<file path="src/rtl/uim_cfg.svh">
// Constants for the UART interrupt source and mask block.
// Assumes inclusion by its bare name from the package and the block files.
`ifndef UIM_CFG_SVH
`define UIM_CFG_SVH

// Register offsets on the peripheral bus
`define UIM_ADDR_W 12
`define UIM_OFS_SRC 12'h000
`define UIM_OFS_MASK 12'h004
`define UIM_OFS_CLR 12'h008

// Source bit positions
`define UIM_NSRC 13
`define UIM_NEVT 11
`define UIM_B_RTS 12
`define UIM_B_CTS 11
`define UIM_B_RXPUSH 10
`define UIM_B_PARITY 9
`define UIM_B_FRAME 8
`define UIM_B_POP 7
`define UIM_B_PUSH 6
`define UIM_B_RXFULL 5
`define UIM_B_RXTHR 4
`define UIM_B_RXNE 3
`define UIM_B_TXNF 2
`define UIM_B_TXTHR 1
`define UIM_B_TXDR 0

// Reset values
`define UIM_MASK_RST 13'h1fff
`define UIM_SRC_RST 11'h000

// Queue level and threshold width in bits
`define UIM_LVL_W 8

`endif

</file>
<file path="src/rtl/uim_pkg.sv">
// Types shared by the interrupt source and mask block.
// Assumes uim_cfg.svh is on the include path.
`include "uim_cfg.svh"

package uim_pkg;

  // Width of one bus access into a data queue
  typedef enum logic [1:0] {
    UIM_SZ_BYTE,
    UIM_SZ_HALF,
    UIM_SZ_WORD
  } uim_size_t;

  // One bus access to a data queue, reported by the queue logic
  typedef struct packed {
    logic strobe;
    uim_size_t size;
    logic [1:0] byte_ptr;
    logic at_limit;
  } uim_bus_acc_t;

  // State of one data queue
  typedef struct packed {
    logic full;
    logic empty;
    logic [`UIM_LVL_W-1:0] level;
    logic [`UIM_LVL_W-1:0] threshold;
  } uim_queue_t;

endpackage
</file>
<file path="src/rtl/uim_core.sv">
// Interrupt source, mask and clear registers of the UART, with the pin.
// Assumes the APB host on the same clock and queue logic reporting status.
`include "uim_cfg.svh"

module uim_core #(
  parameter int ADDR_W = `UIM_ADDR_W
) (
  input wire logic clock,
  input wire logic rst_b,
  input wire logic psel,
  input wire logic penable,
  input wire logic pwrite,
  input wire logic [ADDR_W-1:0] paddr,
  input wire logic [31:0] pwdata,
  output logic [31:0] prdata,
  output logic pready,
  output logic pslverr,
  input wire logic rts_pin,
  input wire logic cts_pin,
  input wire logic line_rx_overrun,
  input wire logic line_rx_misalign,
  input wire logic parity_error,
  input wire logic frame_error,
  input wire uim_pkg::uim_bus_acc_t bus_pop,
  input wire uim_pkg::uim_bus_acc_t bus_push,
  input wire uim_pkg::uim_queue_t rx_queue,
  input wire uim_pkg::uim_queue_t tx_queue,
  output logic irq
);

  ////////////////////////////////////////////////////////////////////////////
  // Modem line synchronisers

  logic rts_meta_q;
  logic rts_sync_q;
  logic cts_meta_q;
  logic cts_sync_q;

  always_ff @(posedge clock or negedge rst_b) begin
    if (!rst_b) begin
      rts_meta_q <= 1'b0;
      rts_sync_q <= 1'b0;
      cts_meta_q <= 1'b0;
      cts_sync_q <= 1'b0;
    end else begin
      rts_meta_q <= rts_pin;
      rts_sync_q <= rts_meta_q;
      cts_meta_q <= cts_pin;
      cts_sync_q <= cts_meta_q;
    end
  end

  ////////////////////////////////////////////////////////////////////////////
  // Queue edge detection

  logic rx_full_q;
  logic rx_above_q;
  logic rx_empty_q;
  logic tx_full_q;
  logic tx_above_q;
  logic tx_empty_q;
  logic rx_above;
  logic tx_above;

  assign rx_above = rx_queue.level > rx_queue.threshold;
  assign tx_above = tx_queue.level > tx_queue.threshold;

  // Empty history starts high so an idle queue raises nothing at reset
  always_ff @(posedge clock or negedge rst_b) begin
    if (!rst_b) begin
      rx_full_q <= 1'b0;
      rx_above_q <= 1'b0;
      rx_empty_q <= 1'b1;
      tx_full_q <= 1'b0;
      tx_above_q <= 1'b0;
      tx_empty_q <= 1'b1;
    end else begin
      rx_full_q <= rx_queue.full;
      rx_above_q <= rx_above;
      rx_empty_q <= rx_queue.empty;
      tx_full_q <= tx_queue.full;
      tx_above_q <= tx_above;
      tx_empty_q <= tx_queue.empty;
    end
  end

  ////////////////////////////////////////////////////////////////////////////
  // Bus access errors

  logic pop_misalign;
  logic push_misalign;
  logic pop_err;
  logic push_err;

  // Half words also need an even pointer
  assign pop_misalign =
    ((bus_pop.size == uim_pkg::UIM_SZ_WORD) && (bus_pop.byte_ptr != 2'h0)) ||
    ((bus_pop.size == uim_pkg::UIM_SZ_HALF) && bus_pop.byte_ptr[0]);
  assign push_misalign =
    ((bus_push.size == uim_pkg::UIM_SZ_WORD) && (bus_push.byte_ptr != 2'h0)) ||
    ((bus_push.size == uim_pkg::UIM_SZ_HALF) && bus_push.byte_ptr[0]);
  assign pop_err = bus_pop.strobe & (bus_pop.at_limit | pop_misalign);
  assign push_err = bus_push.strobe & (bus_push.at_limit | push_misalign);

  ////////////////////////////////////////////////////////////////////////////
  // Event vector

  logic [`UIM_NEVT-1:0] evt;

  assign evt[`UIM_B_RXPUSH] = line_rx_overrun | line_rx_misalign;
  assign evt[`UIM_B_PARITY] = parity_error;
  assign evt[`UIM_B_FRAME] = frame_error;
  assign evt[`UIM_B_POP] = pop_err;
  assign evt[`UIM_B_PUSH] = push_err;
  assign evt[`UIM_B_RXFULL] = rx_queue.full & ~rx_full_q;
  assign evt[`UIM_B_RXTHR] = rx_above & ~rx_above_q;
  assign evt[`UIM_B_RXNE] = ~rx_queue.empty & rx_empty_q;
  assign evt[`UIM_B_TXNF] = ~tx_queue.full & tx_full_q;
  assign evt[`UIM_B_TXTHR] = tx_above & ~tx_above_q;
  assign evt[`UIM_B_TXDR] = tx_queue.empty & ~tx_empty_q;

  ////////////////////////////////////////////////////////////////////////////
  // Bus decode

  logic acc_w;
  logic wr_w;
  logic hit_src;
  logic hit_mask;
  logic hit_clr;
  logic hit_any;
  logic [`UIM_NEVT-1:0] clr_w;

  // One wait state gives registered read data
  assign acc_w = psel & penable & ~pready;
  assign wr_w = acc_w & pwrite;
  assign hit_src = paddr == `UIM_OFS_SRC;
  assign hit_mask = paddr == `UIM_OFS_MASK;
  assign hit_clr = paddr == `UIM_OFS_CLR;
  assign hit_any = hit_src | hit_mask | hit_clr;
  // Modem bits have no clear path at all
  assign clr_w = (wr_w & hit_clr) ? pwdata[`UIM_NEVT-1:0] :
                 `UIM_SRC_RST;

  ////////////////////////////////////////////////////////////////////////////
  // Sticky event flags

  logic [`UIM_NEVT-1:0] evt_q;

  for (genvar i = 0; i < `UIM_NEVT; i++) begin : g_flag
    uim_flag_cell u_cell (
      .clock(clock),
      .rst_b(rst_b),
      .set(evt[i]),
      .clr(clr_w[i]),
      .flag_q(evt_q[i])
    );
  end

  logic [`UIM_NSRC-1:0] src_w;

  assign src_w = {rts_sync_q, cts_sync_q, evt_q};

  ////////////////////////////////////////////////////////////////////////////
  // Mask register and bus answer

  logic [`UIM_NSRC-1:0] mask_q;
  logic [`UIM_NSRC-1:0] mask_d;
  logic [31:0] rdata_d;
  logic irq_d;

  assign mask_d = (wr_w & hit_mask) ? pwdata[`UIM_NSRC-1:0] : mask_q;
  // Reads show the raw sources, never the gated ones
  assign rdata_d = hit_src ? {19'h00000, src_w} :
                   hit_mask ? {19'h00000, mask_q} : 32'h00000000;
  assign irq_d = |(src_w & ~mask_q);

  always_ff @(posedge clock or negedge rst_b) begin
    if (!rst_b) begin
      mask_q <= `UIM_MASK_RST;
      prdata <= 32'h00000000;
      pready <= 1'b0;
      pslverr <= 1'b0;
      irq <= 1'b0;
    end else begin
      mask_q <= mask_d;
      prdata <= (acc_w & ~pwrite) ? rdata_d : 32'h00000000;
      pready <= acc_w;
      pslverr <= acc_w & ~hit_any;
      irq <= irq_d;
    end
  end
endmodule

</file>
<file path="src/rtl/uim_flag_cell.sv">
// One sticky event flag with write-one clear.
// Assumes set and clear come from logic on the same clock.
module uim_flag_cell (
  input wire logic clock,
  input wire logic rst_b,
  input wire logic set,
  input wire logic clr,
  output logic flag_q
);

  logic flag_d;

  // Set beats clear so an event in the clearing cycle survives
  assign flag_d = set | (flag_q & ~clr);

  always_ff @(posedge clock or negedge rst_b) begin
    if (!rst_b) begin
      flag_q <= 1'b0;
    end else begin
      flag_q <= flag_d;
    end
  end

endmodule

</file>
<file path="config.mk">
export PLATFORM = sky130hd
export DESIGN_NAME = uim_core
export DESIGN_NICKNAME = d
export VERILOG_FILES = /design/src/rtl/uim_pkg.sv /design/src/rtl/uim_core.sv /design/src/rtl/uim_flag_cell.sv
export VERILOG_INCLUDE_DIRS = /design/src /design/src/rtl
export SDC_FILE = /design/constraint.sdc
export NUM_CORES = 1
export LEC_CHECK = 0
export ABC_AREA = 1
export BUFFER_PORTS_ARGS = -buffer_cell sky130_fd_sc_hd__buf_2
export CAP_MARGIN = 20
export CORE_AREA = 4 4 96 98
export CTS_BUF_LIST = sky130_fd_sc_hd__clkbuf_8
export DETAILED_ROUTE_END_ITERATION = 10
export DIE_AREA = 0 0 100 102
export GPL_TIMING_DRIVEN = 1
export PLACE_DENSITY_LB_ADDON = 0.3
export SLEW_MARGIN = 20
export SYNTH_ARGS = -nofsm -noshare
export SYNTH_HDL_FRONTEND = slang
export SYNTH_SLANG_ARGS = --single-unit
</file>
<file path="constraint.sdc">
create_clock -name clock -period 2 [get_ports clock]
set_clock_uncertainty 0.05 [all_clocks]
set_input_delay 0.2 -clock clock [delete_from_list [all_inputs] [get_ports clock]]
set_output_delay 0.2 -clock clock [all_outputs]
set_load 0.02 [all_outputs]
</file>
==> flow_summary.ini <==
[outcome]
outcome = finished clean

[logic_synthesis]
synth-seq-area-share_pct = 44.6
yosysTopAreaCellShare_pct = 30.7
yosysUniqueCellTypes = 26
synth_commonest_cells = nand2_1 (67), inv_1 (62), dfrtp_1 (35)
yosysTopAreaCell = dfrtp_1
avgSynthCellArea_um2 = 8.38
syn-instance-count = 340
netlist_area_um2 = 2850
synth_most_common_cell = nand2_1
ys_seq_elements = 50
ys_top_cells_by_area = dfrtp_1 (31%), dfstp_2 (14%), nand2_1 (8.8%), inv_1 (8.2%), ha_1 (7.0%)
ys_warn_count = 0
synth_edf_count = 0
async_reset_ff_share_pct = 100
synth-main-ff-cell = dfrtp_1

[pwr]
p_total_w = 0.00187
swShare_pct = 25.9
seq_power_share_pct = 55.3
vdd_ir_drop_max_v = 0.000221
power_frac_comb_pct = 15.2
pwr-share-clk_pct = 29.5
powerDensity_nw_per_um2 = 530
p_switching_w = 0.000485
intPower_w = 0.00138
p_leak_nw = 1.94

[die]
row_count = 34
start_util_pct = 33.7
ios = 138
chipWidth_um = 100
dieArea_um2 = 10200
die_h_um = 102
core_area_um2 = 8470

[global_route]
grt.total_usage_pct = 12.3
grt_pass1_wl_um = 10200
antenna_found_initial = 0
grt-ovfl-total = 0
grt_pass1_vias = 2314
grt_max_degree = 51

[sta]
drv_slew = 0
fmax_mhz = 630
setup_viol = 0
hold_viol = 0
fin_crit_ns = 1.59
min_period_over_period_pct = 79.3
rsz0062_at_grt = no
fin_setup_tns_ns = 0
tightest_slew_ns = 0.613
max_slew_margin_pct = 59.1

[setup_path]
cp-start-kind = flip-flop
critPathBufInv = 0
worstPathArrival_ns = 1.77
crit_type = reg -> reg
crit_fanout = 26
worstPathCellList = nand3b_1 -> nor2_1 -> nand3_4 -> nand2_1 -> o21ai_2
critPathMaxStageDelay_ns = 0.37
worst_path_max_delay_cell = dfrtp_1
crit_required_ns = 2.18
cp_top_family = simple AND/OR/NAND/NOR gates
end_kind = flip-flop

[detailed_routing]
via_per_inst = 4.36
via_count = 2421
drt-total-wl_um = 6220
drtPass1Iterations = 4
drt_iter0_drc = 93
ant_nets = 0
route.detailed.drc = 0
wl_per_cell_um = 11.2

[layout]
nets = 566
area_growth_pct = 23.8
layout-drive-gt1-share_pct = 32.2
final_util_pct = 41.6
n_antenna_cell = 0
largestRegisters = mask_q (13), prdata (13), g_flag.u_cell.flag_q (11)

[clock_tree]
h-tree-depth = 2
cts_buffer_depth = 2
cts-root-buf = clkbuf_8
insertion_delay_ns = 0.30
post_cts_resized = 0
post_cts_buffers = 0
cts.sinks = 50
path_clk_slew_ns = 0.09
cts_tree = built
cts_made_buffers = 5

[place]
hpwl_um = 4910
place.gp.congestion = 0.796
port-buffer-count = 99

[min_path]
hold_path_class = in -> reg

[run]
maxCapViolCount = 0
## worst register-to-register path, delay by kind of cell (launching register included)
family             cells  cell delay [ns]
and+or+nand+nor        4             1.04
DFF                    1             0.37
AOI/OAI and AO/OA      1             0.06
## power by group through the flow
| stage | sequential (W) | combinational, W | clock [W] |
|---|---|---|---|
| CTS | 0.00103 | 0.000291 | 0.000575 |
| floorplan | 0.00105 | 0.000171 | 0 |
| finish | 0.00103 | 0.000285 | 0.000551 |
| global route | 0.00104 | 0.000331 | 0.000605 |
| detailed placement | 0.00105 | 0.000279 | 0 |
| global placement | 0.00105 | 0.000272 | 0 |
## placed cells by master, fill, tap and decap left out
cell	instances
clkinvlp_4	1
o21ai_0	5
o22ai_1	4
inv_1	63
ha_1	16
nor2_2	1
a21o_1	2
nor3_1	1
buf_2	99
nand3b_1	1
conb_1	19
o21ai_2	13
nor3_4	2
and2_1	1
nand3_1	32
nand2_1	67
nor2_1	16
a21boi_0	2
buf_4	6
dlygate4sd3_1	7
nand4_1	13
nand3_4	1
dfstp_2	15
a21oi_1	19
or2_4	1
dfrtp_1	35
clkbuf_8	5
## final timing paths
| path | startpoint | to | slack (ns) | cells past startpoint |
|---|---|---|---|---|
| setup / recovery | pready$_DFF_PN0_ | mask_q[2]$_DFFE_PN1P_ | 0.41 | 5 |
| hold / removal | line_rx_overrun | g_flag[10].u_cell.flag_q$_DFF_PN0_ | 0.03 | 3 |
| setup reg to reg | pready$_DFF_PN0_ | mask_q[2]$_DFFE_PN1P_ | 0.41 | 5 |
| hold reg to reg | cts_meta_q$_DFF_PN0_ | cts_sync_q$_DFF_PN0_ | 0.30 | 0 |
| max in group asynchronous | rst_b | rx_above_q$_DFF_PN0_ | 1.00 | 3 |
| min in group asynchronous | rst_b | prdata[9]$_DFF_PN0_ | 0.48 | 3 |
## routing by layer
layer / wire [µm] / vias to the layer above / global-route usage (%) / part of all wire, %
met3: 485 / 9 / 3.21 / 7.8
li1: - / 1251 / - / -
met1: 2580 / 1091 / 15.3 / 41
met2: 3060 / 70 / 20.8 / 49
met5: 0 / - / 0 / 0
met4: 89 / 0 / 3.94 / 1.4
## kinds of logic after synthesis
| logic type | count (synthesis) | synth area share, % |
|---|---|---|
| other cells | 1 | 0.132 |
| flops | 50 | 44.6 |
| simple gates | 136 | 22.4 |
| buf+inv | 92 | 15.8 |
| compound gates | 45 | 10.1 |
| fa+ha+maj | 16 | 7.03 |
## per-stage QoR
| stage | hold WS [ns] | std cells | area [µm²] | setup slack [ns] |
|---|---|---|---|---|
| floorplan | -0.146 | 358 | 2920 | 0.540 |
| global placement | 0.260 | 541 | 3380 | 0.440 |
| detailed placement | 0.265 | 541 | 3380 | 0.424 |
| CTS | 0.0244 | 555 | 3530 | 0.412 |
| global route | 0.0298 | 555 | 3530 | 0.270 |
| finish | 0.0310 | 555 | 3530 | 0.414 |
## cell type report
type                            instances  area, µm²
Clock buffer                            5       68.8
Fill cell                             870       4940
Multi-Input combinational cell        216       1200
Sequential cell                        50       1270
Clock inverter                          2       11.3
Inverter                               62        233
Timing Repair Buffer                  112        611
Tap cell                              108        135
## what timing repair did
item	in CTS	in global routing
hold endpoints to repair	41	0
setup endpoints to repair	0	0
hold buffers	7	0
Power figures use the tool's default switching activity.
